===== src/hpc_consts.svh =====
// Purpose: Constants of the host port pin control block
// Assumes: Pin bus index 0 is port B bit 8, index 7 is port B bit 15
// Notes: Definitions only
`ifndef HPC_CONSTS_SVH
`define HPC_CONSTS_SVH

// =====================================================
// Pin bus geometry
`define HPC_PIN_W 8
`define HPC_ADDR_W 3
`define HPC_ADDR_LO 0
`define HPC_ADDR_HI 2
`define HPC_PIN_RW 3
`define HPC_PIN_STROBE 4
`define HPC_PIN_SELECT 5
`define HPC_PIN_REQ 6
`define HPC_PIN_ACK 7

// =====================================================
// Reset values and pin levels
`define HPC_PINS_RST 8'h00
`define HPC_ADDR_RST 3'h0
`define HPC_PIN_ACTIVE 1'b0
`define HPC_SYNC_STAGES 2

`endif


===== src/hpc_pkg.sv =====
// Purpose: Types shared by the host port pin control block
// Assumes: Nothing beyond the constants header
// Notes: Types only
`default_nettype none

package hpc_pkg;
   // Register select carried by the three address pins
   typedef logic [2:0] hpc_addr_t;
   // Strobe configuration of the host bus
   typedef enum logic {HPC_SINGLE_STROBE, HPC_DUAL_STROBE} hpc_strobe_t;
endpackage

`default_nettype wire


===== src/hpc_sync.sv =====
// Purpose: Two flip-flop synchroniser for the host port pins
// Assumes: Inputs are asynchronous to i_ref_clk
// Notes: First stage is read by the second stage only
`timescale 1ns/1ns
`default_nettype none
`include "hpc_consts.svh"

module hpc_sync
   import hpc_pkg::*;
(
   input wire logic i_ref_clk,
   input wire logic i_rst_n,
   input wire logic [`HPC_PIN_W-1:0] i_async,
   output logic [`HPC_PIN_W-1:0] o_sync
);

   // First stage, metastability catcher
   logic [`HPC_PIN_W-1:0] meta_q;

   // =====================================================
   // Synchroniser stages
   // Pins idle high, so reset to all ones
   always_ff @(posedge i_ref_clk)
   begin
      if (!i_rst_n)
      begin
         meta_q <= ~`HPC_PINS_RST;
         o_sync <= ~`HPC_PINS_RST;
      end
      else
      begin
         meta_q <= i_async;
         o_sync <= meta_q;
      end
   end

endmodule

`default_nettype wire


===== src/hpc_pin_ctrl.sv =====
// Purpose: Pin control of an 8-bit parallel host port, port B bits 8..15
// Assumes: Strobes, select and acknowledge are active low pins
// Notes: Request pins are open drain, pulled high outside the chip
`timescale 1ns/1ns
`default_nettype none
`include "hpc_consts.svh"

module hpc_pin_ctrl
   import hpc_pkg::*;
(
   input wire logic i_ref_clk,
   input wire logic i_rst_n,
   input wire logic i_host_port_en,
   input wire logic i_dual_strobe,
   input wire logic i_request_mode_select,
   input wire logic i_service_req,
   input wire logic i_tx_req,
   input wire logic i_rx_req,
   input wire logic [`HPC_PIN_W-1:0] i_gpio_dout,
   input wire logic [`HPC_PIN_W-1:0] i_gpio_dir,
   input wire logic [`HPC_PIN_W-1:0] i_pin_b,
   output logic [`HPC_PIN_W-1:0] o_pin_b,
   output logic [`HPC_PIN_W-1:0] o_pin_b_oe,
   output logic [`HPC_PIN_W-1:0] o_gpio_din,
   output logic o_xfer_start,
   output logic o_xfer_read,
   output logic [`HPC_ADDR_W-1:0] o_xfer_addr,
   output logic o_host_ack
);

   // =====================================================
   // Synchronised pins
   logic [`HPC_PIN_W-1:0] pin_s; // Pins after two flops
   hpc_strobe_t strobe_cfg; // Strobe configuration
   logic sel_act; // Chip select asserted
   logic wr_act; // Write access active
   logic rd_act; // Read access active
   logic acc_act; // Any access active
   logic acc_prev_q; // Access active one cycle ago

   hpc_sync u_sync
   (
      .i_ref_clk(i_ref_clk),
      .i_rst_n(i_rst_n),
      .i_async(i_pin_b),
      .o_sync(pin_s)
   );

   // =====================================================
   // Access decode
   // Turns strobe, select and read/write pins into access levels
   always_comb
   begin
      strobe_cfg = hpc_strobe_t'(i_dual_strobe);
      sel_act = i_host_port_en &&
                (pin_s[`HPC_PIN_SELECT] == `HPC_PIN_ACTIVE);
      if (strobe_cfg == HPC_SINGLE_STROBE)
      begin
         // strobe with select, direction from pin
         wr_act = sel_act &&
                  (pin_s[`HPC_PIN_STROBE] == `HPC_PIN_ACTIVE) &&
                  !pin_s[`HPC_PIN_RW];
         rd_act = sel_act &&
                  (pin_s[`HPC_PIN_STROBE] == `HPC_PIN_ACTIVE) &&
                  pin_s[`HPC_PIN_RW];
      end
      else
      begin
         wr_act = sel_act &&
                  (pin_s[`HPC_PIN_STROBE] == `HPC_PIN_ACTIVE);
         rd_act = sel_act &&
                  (pin_s[`HPC_PIN_RW] == `HPC_PIN_ACTIVE);
      end
      acc_act = wr_act || rd_act;
   end

   // =====================================================
   // Transfer start
   // One pulse on the leading edge of each qualified access
   always_ff @(posedge i_ref_clk)
   begin
      if (!i_rst_n)
      begin
         acc_prev_q <= 1'b0;
         o_xfer_start <= 1'b0;
         o_xfer_read <= 1'b0;
         o_xfer_addr <= `HPC_ADDR_RST;
      end
      else
      begin
         acc_prev_q <= acc_act;
         o_xfer_start <= acc_act && !acc_prev_q;
         if (acc_act && !acc_prev_q)
         begin
            o_xfer_read <= rd_act;
            o_xfer_addr <= pin_s[`HPC_ADDR_HI:`HPC_ADDR_LO];
         end
      end
   end

   // =====================================================
   // Acknowledge input
   // acknowledge is an input only in request mode 0
   always_ff @(posedge i_ref_clk)
   begin
      if (!i_rst_n)
      begin
         o_host_ack <= 1'b0;
      end
      else
      begin
         o_host_ack <= i_host_port_en && !i_request_mode_select &&
                       (pin_s[`HPC_PIN_ACK] == `HPC_PIN_ACTIVE);
      end
   end

   // =====================================================
   // Pin drivers
   // Host mode drives only the request pin, plus the ack pin in request mode 1; GPIO mode follows direction
   always_ff @(posedge i_ref_clk)
   begin
      if (!i_rst_n)
      begin
         o_pin_b <= `HPC_PINS_RST;
         o_pin_b_oe <= `HPC_PINS_RST;
      end
      else if (!i_host_port_en)
      begin
         // each pin is a GPIO bit
         o_pin_b <= i_gpio_dout;
         o_pin_b_oe <= i_gpio_dir;
      end
      else
      begin
         o_pin_b <= `HPC_PINS_RST;
         o_pin_b_oe <= `HPC_PINS_RST;
         if (!i_request_mode_select)
         begin
            o_pin_b_oe[`HPC_PIN_REQ] <= i_service_req;
         end
         else
         begin
            o_pin_b_oe[`HPC_PIN_REQ] <= i_tx_req;
            o_pin_b_oe[`HPC_PIN_ACK] <= i_rx_req;
         end
      end
   end

   // =====================================================
   // GPIO read back
   // Pin levels are always visible to the port B data path
   always_ff @(posedge i_ref_clk)
   begin
      if (!i_rst_n)
      begin
         o_gpio_din <= `HPC_PINS_RST;
      end
      else
      begin
         o_gpio_din <= pin_s;
      end
   end

   // =====================================================
   // Checks
   chk_start_needs_select: assert property (
      @(posedge i_ref_clk) disable iff (!i_rst_n)
      o_xfer_start |-> $past(sel_act))
      else $error("transfer started without chip select");

   chk_dual_write_strobe: assert property (
      @(posedge i_ref_clk) disable iff (!i_rst_n)
      (i_dual_strobe && sel_act && !pin_s[`HPC_PIN_STROBE] &&
       pin_s[`HPC_PIN_RW] && !acc_prev_q)
      |=> o_xfer_start && !o_xfer_read)
      else $error("dual strobe write not started");

   chk_dual_read_strobe: assert property (
      @(posedge i_ref_clk) disable iff (!i_rst_n)
      (i_dual_strobe && sel_act && !pin_s[`HPC_PIN_RW] &&
       pin_s[`HPC_PIN_STROBE] && !acc_prev_q)
      |=> o_xfer_start && o_xfer_read)
      else $error("dual strobe read not started");

   // Reset in the launch cycle keeps the outputs cleared, so skip it
   chk_mode0_request: assert property (
      @(posedge i_ref_clk) disable iff (!i_rst_n)
      (i_rst_n && i_host_port_en && !i_request_mode_select)
      |=> o_pin_b_oe[`HPC_PIN_REQ] == $past(i_service_req) &&
          !o_pin_b[`HPC_PIN_REQ] && !o_pin_b_oe[`HPC_PIN_ACK])
      else $error("service request pin wrong");

   chk_mode1_tx_rx: assert property (
      @(posedge i_ref_clk) disable iff (!i_rst_n)
      (i_rst_n && i_host_port_en && i_request_mode_select)
      |=> o_pin_b_oe[`HPC_PIN_REQ] == $past(i_tx_req) &&
          o_pin_b_oe[`HPC_PIN_ACK] == $past(i_rx_req))
      else $error("transmit or receive request pin wrong");

   chk_ack_mode_gate: assert property (
      @(posedge i_ref_clk) disable iff (!i_rst_n)
      i_request_mode_select |=> !o_host_ack)
      else $error("acknowledge seen in request mode 1");

   chk_reset_release: assert property (
      @(posedge i_ref_clk)
      !i_rst_n |=> o_pin_b_oe == `HPC_PINS_RST && !o_xfer_start)
      else $error("pins driven during reset");

   chk_gpio_follow: assert property (
      @(posedge i_ref_clk) disable iff (!i_rst_n)
      (i_rst_n && !i_host_port_en)
      |=> o_pin_b_oe == $past(i_gpio_dir) &&
                          o_pin_b == $past(i_gpio_dout) && !o_xfer_start)
      else $error("gpio mode pins not following port B");

   chk_single_dir: assert property (
      @(posedge i_ref_clk) disable iff (!i_rst_n)
      (!i_dual_strobe && acc_act && !acc_prev_q)
      |=> o_xfer_read == $past(pin_s[`HPC_PIN_RW]))
      else $error("single strobe direction wrong");

   chk_addr_capture: assert property (
      @(posedge i_ref_clk) disable iff (!i_rst_n)
      (acc_act && !acc_prev_q)
      |=> o_xfer_addr == $past(pin_s[`HPC_ADDR_HI:`HPC_ADDR_LO]))
      else $error("register select not captured");

endmodule

`default_nettype wire


===== config.mk =====
export PLATFORM = sky130hd
export DESIGN_NAME = hpc_pin_ctrl
export DESIGN_NICKNAME = d
export VERILOG_FILES = /design/src/hpc_pkg.sv /design/src/hpc_sync.sv /design/src/hpc_pin_ctrl.sv
export VERILOG_INCLUDE_DIRS = /design/src
export SDC_FILE = /design/constraint.sdc
export NUM_CORES = 1
export LEC_CHECK = 0
export ABC_CLOCK_PERIOD_IN_PS = 1200
export BUFFER_PORTS_ARGS = -buffer_cell sky130_fd_sc_hd__buf_4
export CAP_MARGIN = 0
export CORE_UTILIZATION = 30
export DETAILED_ROUTE_END_ITERATION = 8
export SYNTH_ARGS = -nofsm -noshare
export SYNTH_HDL_FRONTEND = slang
export SYNTH_SLANG_ARGS = --single-unit

===== constraint.sdc =====
create_clock -name i_ref_clk -period 1.2 [get_ports i_ref_clk]
set_input_delay 0.06 -clock i_ref_clk [delete_from_list [all_inputs] [get_ports i_ref_clk]]
set_output_delay 0.06 -clock i_ref_clk [all_outputs]
set_load 0.01 [all_outputs]

; ---- Yosys cells after proc, flatten, opt, wreduce, memory -nomap -nowiden
; Cells that the tools add are included.
[op_classes]
mux = 5
bitwise = 5
reduce_logical = 13
[ops]
columns = operator, n
row1 = logical AND 1 bit, 8
row2 = 2-to-1 mux 8 bit, 1
row3 = inverter 1 bit, 5
row4 = 2-to-1 mux 1 bit, 4
row5 = logical NOT 1 bit, 3
row6 = OR reduction 2 bit, 1
row7 = logical OR 1 bit, 1
[totals]
ff_bits = 47
in_bits = 32
out_inout_bits = 30
elab_cells = 34

; ---- Longest topological paths before layout
; Gate-level depths: netlist of run 1.
[depth]
ltp_word = 7
depth_mapped = 3

; ---- Modules after synthesis
; Synthesis of run 1 repeated with hierarchy kept, for this count alone.
[unflattened]
hier_cells = 116
hier_area_um2 = 1381.3
[modules_own_cells]
columns = mod, n_inst, cells_each, area_per_inst_um2
row1 = hpc_pin_ctrl, 1, 83, 949.7
row2 = hpc_sync, 1, 33, 431.7

; ---- Least setup slack after synthesis of run 1
; Ideal clock, no wire load.
[synth_timing]
path_type = reg-to-reg
start = register acc_prev_q
end = register o_xfer_addr[0]
arrival_time_ns = 1.030
path_slack_ns = 0.098
stages_incl_launch_ff = 4
path_buffers = 0
synth_period_minus_slack_ns = 1.102
cell_sequence = dfxtp_1 > or3b_4 > a21oi_4 > mux2i_1
[synth_between]
elab_chain_len = 2
[synth_rtl]
columns = element, line
row1 = from (decl), hpc_pin_ctrl.sv:39  ; logic acc_prev_q;
row2 = from (signal assigned), hpc_pin_ctrl.sv:91  ; acc_prev_q <= acc_act;
row3 = logical NOT 1 bit, hpc_pin_ctrl.sv:93  ; if (acc_act && !acc_prev_q)
row4 = logical AND 1 bit, hpc_pin_ctrl.sv:93
row5 = to (signal assigned), hpc_pin_ctrl.sv:87  ; o_xfer_addr <= `HPC_ADDR_RST;
row6 = to (signal assigned), hpc_pin_ctrl.sv:96  ; o_xfer_addr <= pin_s[`HPC_ADDR_HI:`HPC_ADDR_LO];
row7 = to (decl), hpc_pin_ctrl.sv:27  ; output logic [`HPC_ADDR_W-1:0] o_xfer_addr,
; Every way passes these cells.
; A chain may end at the register's enable or synchronous reset.

; ---- Worst setup path in the final report of run 1
; Same ends and word-level chain as after synthesis.

==> reports/results.tsv, run 1 <==
stage	metric	value	unit
clock_network	clock sink count	47	
timing	Final Hold Fails	0	
finish	area delta synth->final	61.4	%
setup_path	worst path required time	1.42	ns
finish	diodes inserted	0	
synthesis	Primary FF master, synth	dfxtp_1	
finish	Final Cell Area	2220	um^2
timing	setup TNS	0	ns
finish	# nets final	239	
routing	via/cell ratio	4.12	
routing	routed wire length per instance	11.6	um
global_route	largest net degree at the start of global routing	33	
floorplanning	top-level I/O count	62	
finish	Final Core Density	50.7	%
synthesis	Post-synth top cells	47 x dfxtp_1, 20 x and2_1, 18 x nand2b_1	
synthesis	post-synth cell types	19	
floorplanning	core box area	4380	um^2
clock_network	Reg clk slew, reported paths	0.08	ns
synthesis	synthesized cell area	1380	um^2
placed_design	IO buf count	61	
global_route	initial antenna violation count	0	
setup_path	Worst path max stage delay	0.42	ns
synthesis	asr flop ratio synth	0	%
setup_path	type of origin of the critical path	register	
synthesis	Yosys warning total	0	
setup_path	arrival time at the worst endpoint	1.42	ns
finish	share of cells above drive strength 1	35.1	%
synthesis	Syn Inst Count	117	
global_route	vias in the first global route	1078	
floorplanning	Die Span X	69.8	um
global_route	remaining global-route overflow	0	
timing	hold slack	0.0619	ns
synthesis	Yosys top cell by area	dfxtp_1	
setup_path	Critical Path Fanout Max	3	
power	Pleak	1.01	nW
synthesis	most common cell in the netlist	dfxtp_1	
clock_network	Root Buffer	clkbuf_8	
timing	fmax	836	MHz
clock_network	worst skew pair latency	0.29	ns
synthesis	Mapped Avg Cell Area	11.8	um^2
synthesis	Mapped Nets	149	
clock_network	CTS tree	yes	
timing	RSZ-0062 raised after global routing	true	
routing	vias after detailed routing	1070	
setup_path	Slowest-stage cell, CP	or3b_4	
placed_design	DP HPWL	1920	um
floorplanning	Die Y	69.8	um
synthesis	Synth area leaders	dfxtp_1 68%, and2_1 9.1%, nand2b_1 8.2%, mux2i_1 2.9%, nand2_1 2.2%	
setup_path	Crit Path Class	reg2reg	
timing	clock skew after layout	0.00595	ns
setup_path	worst path cell trace	or3b_4 > a21oi_4 > mux2i_1	
global_route	first-pass GRT wire length	4820	um
clock_network	Inserted Clock Buffers	5	
setup_path	Critical Path Sink Type	register	
min_path	Hold Crit Class	in2reg	
timing	setup violators final	0	
run_status	status	finished clean	
clock_network	H-Tree Depth	2	
timing	fin crit share	99.7	%
placed_design	DP Area	1890	um^2
synthesis	EDFF count, synth	0	
run	Max-Cap Viols	0	
placed_design	RePlAce Congestion	0.670	
power	pwr dens	1280	nW/um^2
routing	drt first-iter violations	40	
timing	Max-slew headroom	75.2	%
routing	DR DRC count	0	
finish	Final Instance Count excl. Fillers	260	
power	Max VDD drop	0.000462	V
floorplanning	Die ar.	4870	um^2
synthesis	Synth top area share	68.3	%
clock_network	worst-case clock buffer depth	2	
synthesis	Synth Register Bits	47	
placed_design	Placed Cells	227	
timing	Final Max Tran Viols	0	
synthesis	Seq/Total Area, Yosys	68.3	%
floorplanning	Initial Util	31.4	%
global_route	Tot GR Track Use	12.9	%
routing	post-route ant nets	0	
timing	Min Clock Period, post-route	1.20	ns
floorplanning	std cell rows	24	
routing	DR pass1 iterations	4	
routing	drt total wl	3020	um
timing	worst slew pin tran	0.372	ns
through the flow:
stage               power [mW]  setup WS (ns)
finish                    2.85        0.00352
floorplan                 1.78         0.0981
global placement          1.93         0.0753
detailed placement        1.94         0.0195
CTS                       2.89      -0.000567
global route              2.98        -0.0470
logic make-up (layout without fill, tap and decap cells):
family | Yosys count | in the layout | synth area share, %
AOI/OAI and AO/OA | 6 | 6 | 3.91
buffers and inverters | 7 | 98 | 1.91
DFF | 47 | 47 | 68.3
muxes | 4 | 4 | 2.91
and+or+nand+nor | 53 | 53 | 23.0
state kept, by name, indices dropped and copies added (netlist names):
name           cells
u_sync.o_sync      8
o_xfer_read        1
o_host_ack         1
o_pin_b            8
acc_prev_q         1
o_xfer_start       1
u_sync.meta_q      8
o_xfer_addr        3
o_gpio_din         8
o_pin_b_oe         8
timing repair:
item                                    in CTS  in global routing
hold endpoints to repair                    24                  0
hold buffers                                24                  0
buffers inserted                             1                  0
resized for setup                            1                  0
endpoints found under the setup margin       2                  3
pin swaps                                    1                  1
area by class of cell:
type                    count  area (um^2)
fillers                   408         2160
flip-flops and latches     47          942
repair buffers             87          713
multi-input cells          63          410
clock buffers               7         76.3
well taps                  52         65.1
inverters                   3         11.3
clock inverters             1         5.00
path summary, 6_finish.rpt:
kind	from	end	slack, ns	depth (start not counted)
min	i_host_port_en	o_pin_b_oe[6]	0.06	2
max reg2reg	acc_prev_q	o_xfer_addr[0]	0.004	3
min reg2reg	u_sync.meta_q[6]	u_sync.o_sync[6]	0.41	1
max	acc_prev_q	o_xfer_addr[0]	0.004	3
per-layer routing:
layer / part of all wire (%) / track usage, % / up-vias
met2: 54 / 22.3 / 26
met5: 0 / 0 / -
met3: 3.3 / 2.91 / 11
met1: 39 / 13.3 / 490
met4: 3.7 / 10.0 / 0
li1: - / - / 543
where the power goes:
part / total, mW / internal, mW / switching (mW)
Clock: 0.885 / 0.409 / 0.476
Combinational: 0.322 / 0.208 / 0.114
Sequential: 1.64 / 1.63 / 0.0182
worst max-delay path, delay by kind of cell (launching register included):
kind            cells  cell delay, ns
compound gates      1            0.18
mux                 1            0.20
simple gates        1            0.42
flops               1            0.32
placed cells by master (no fill, tap or decap), types with 2 or more instances in the layout:
| master | n |
|---|---|
| and2_1 | 20 |
| buf_4 | 63 |
| clkbuf_1 | 2 |
| clkbuf_8 | 5 |
| dfxtp_1 | 46 |
| dlygate4sd3_1 | 24 |
| inv_1 | 3 |
| mux2i_1 | 4 |
| nand2_1 | 8 |
| nand2b_1 | 18 |
| nor3_1 | 2 |
Note: power is estimated with default switching activity, not from simulation.
==> run 2: changes to the inputs <==
ABC_CLOCK_PERIOD_IN_PS = 1100   (was 1200)
clock period = 1.1 ns   (was 1.2 ns; I/O delays follow)
==> reports/results.tsv, run 2 (synthesis gave the netlist of run 1 again) <==
stage	metric	value	unit
run_status	status	complete, but fails checks	
run_status	violated checks	negative setup slack	
setup_path	Critical Path Sink Type	register	
timing	Final Max Tran Viols	0	
setup_path	worst path required time	1.32	ns
clock_network	Inserted Clock Buffers	5	
finish	Final Cell Area	2250	um^2
routing	routed wire length per instance	10.7	um
routing	DR pass1 iterations	2	
timing	Min Clock Period, post-route	1.19	ns
clock_network	clock sink count	47	
placed_design	RePlAce Congestion	0.732	
routing	via/cell ratio	4.08	
timing	post-route setup slack	-0.0893	ns
clock_network	H-Tree Depth	2	
run	Max-Cap Viols	0	
power	total chip power	3.24	mW
setup_path	Worst path max stage delay	0.42	ns
setup_path	cell family with most CP delay	simple AND/OR/NAND/NOR gates	
timing	Max-slew headroom	77.9	%
floorplanning	Die ar.	4870	um^2
routing	post-route ant nets	0	
clock_network	worst-case clock buffer depth	2	
global_route	Tot GR Track Use	12.2	%
timing	fin crit share	108	%
placed_design	DP Area	1910	um^2
setup_path	worst path cell trace	or3b_4 > a21oi_4 > mux2i_1	
global_route	remaining global-route overflow	0	
power	pwr dens	1440	nW/um^2
clock_network	Reg clk slew, reported paths	0.08	ns
setup_path	type of origin of the critical path	register	
clock_network	worst skew pair latency	0.29	ns
floorplanning	std cell rows	24	
global_route	vias in the first global route	1069	
min_path	Hold Crit Class	in2reg	
setup_path	Slowest-stage cell, CP	or3b_4	
placed_design	DP HPWL	2010	um
power	Pleak	1.02	nW
timing	worst slew pin tran	0.332	ns
finish	# nets final	240	
routing	vias after detailed routing	1065	
clock_network	postcts setup bufs	0	
finish	share of cells above drive strength 1	35.9	%
clock_network	CTS tree	yes	
global_route	largest net degree at the start of global routing	28	
finish	most common cell after layout, fill and taps aside	buf_4	
routing	drt first-iter violations	12	
timing	fmax	841	MHz
global_route	initial antenna violation count	0	
timing	setup violators final	3	
placed_design	IO buf count	61	
floorplanning	Die Span X	69.8	um
finish	area delta synth->final	63.5	%
setup_path	Crit Path Class	reg2reg	
routing	DR DRC count	0	
clock_network	Root Buffer	clkbuf_8	
global_route	first-pass GRT wire length	4560	um
power	Max VDD drop	0.000593	V
setup_path	Critical Path Fanout Max	3	
finish	diodes inserted	0	
setup_path	worst path bufs/invs	0	
floorplanning	core box area	4380	um^2
floorplanning	top-level I/O count	62	
floorplanning	Initial Util	31.4	%
floorplanning	Die Y	69.8	um
timing	Final Hold Fails	0	
routing	drt total wl	2790	um
finish	most frequent cells in the layout	64 x buf_4, 46 x dfxtp_1, 24 x dlygate4sd3_1	
setup_path	arrival time at the worst endpoint	1.41	ns
timing	clock skew after layout	0.00420	ns
timing	RSZ-0062 raised after global routing	true	
==> run 2: what timing repair did <==
action | CTS | global route
pin swaps | 2 | 0
resized for setup | 2 | 0
hold endpoints to repair | 24 | 0
hold buffers | 24 | 0
setup endpoints to repair | 4 | 5
==> run 2: worst paths after layout <==
path	to	depth (start not counted)	startpoint	slack, ns
setup / recovery	o_xfer_addr[1]	3	acc_prev_q	-0.09
hold / removal	o_gpio_din[5]	2	i_rst_n	0.01
setup reg to reg	o_xfer_addr[1]	3	acc_prev_q	-0.09
hold reg to reg	u_sync.o_sync[6]	1	u_sync.meta_q[6]	0.41
==> run 2: per-layer routing <==
layer / vias up / part of all wire, % / GRT usage, %
li1: 545 / - / -
met1: 494 / 39 / 11.3
met2: 21 / 55 / 22.5
met3: 5 / 4.2 / 4.65
met4: 0 / 2.0 / 6.67
met5: - / 0 / 0
==> run 2: stage by stage <==
stage          worst slack, ns  cells  util, %  hold slack [ns]  setup TNS [ns]
6_report               -0.0893    261     51.4           0.0130          -0.244
3_3_place_gp           -0.0247    229     43.5            0.239         -0.0729
3_5_place_dp           -0.0789    229     43.5            0.241          -0.239
4_1_cts                 -0.101    261     51.4          0.00511          -0.278
2_1_floorplan         -0.00188    117        -            0.128        -0.00564
5_1_grt                 -0.151    261     51.4           0.0137          -0.463
==> run 2: area by class of cell <==
cell class	instances	area [um^2]
Multi-Input combinational cell	63	413
Inverter	3	11.3
Clock buffer	8	100
Fill cell	390	2130
Sequential cell	47	942
Timing Repair Buffer	88	721
Tap cell	52	65.1
==> run 2: power breakdown <==
| part | leakage, nW | switching [mW] | internal, mW |
|---|---|---|---|
| combinational | 0.585 | 0.122 | 0.230 |
| clock | 0.0515 | 0.517 | 0.573 |
| sequential | 0.388 | 0.0192 | 1.77 |
| total | 1.02 | 0.658 | 2.58 |
==> run 2: worst register-to-register path, cell delays in order (launching register included) <==
cell     delay [ns]
dfxtp_1        0.32
or3b_4         0.42
a21oi_4        0.18
mux2i_1        0.21
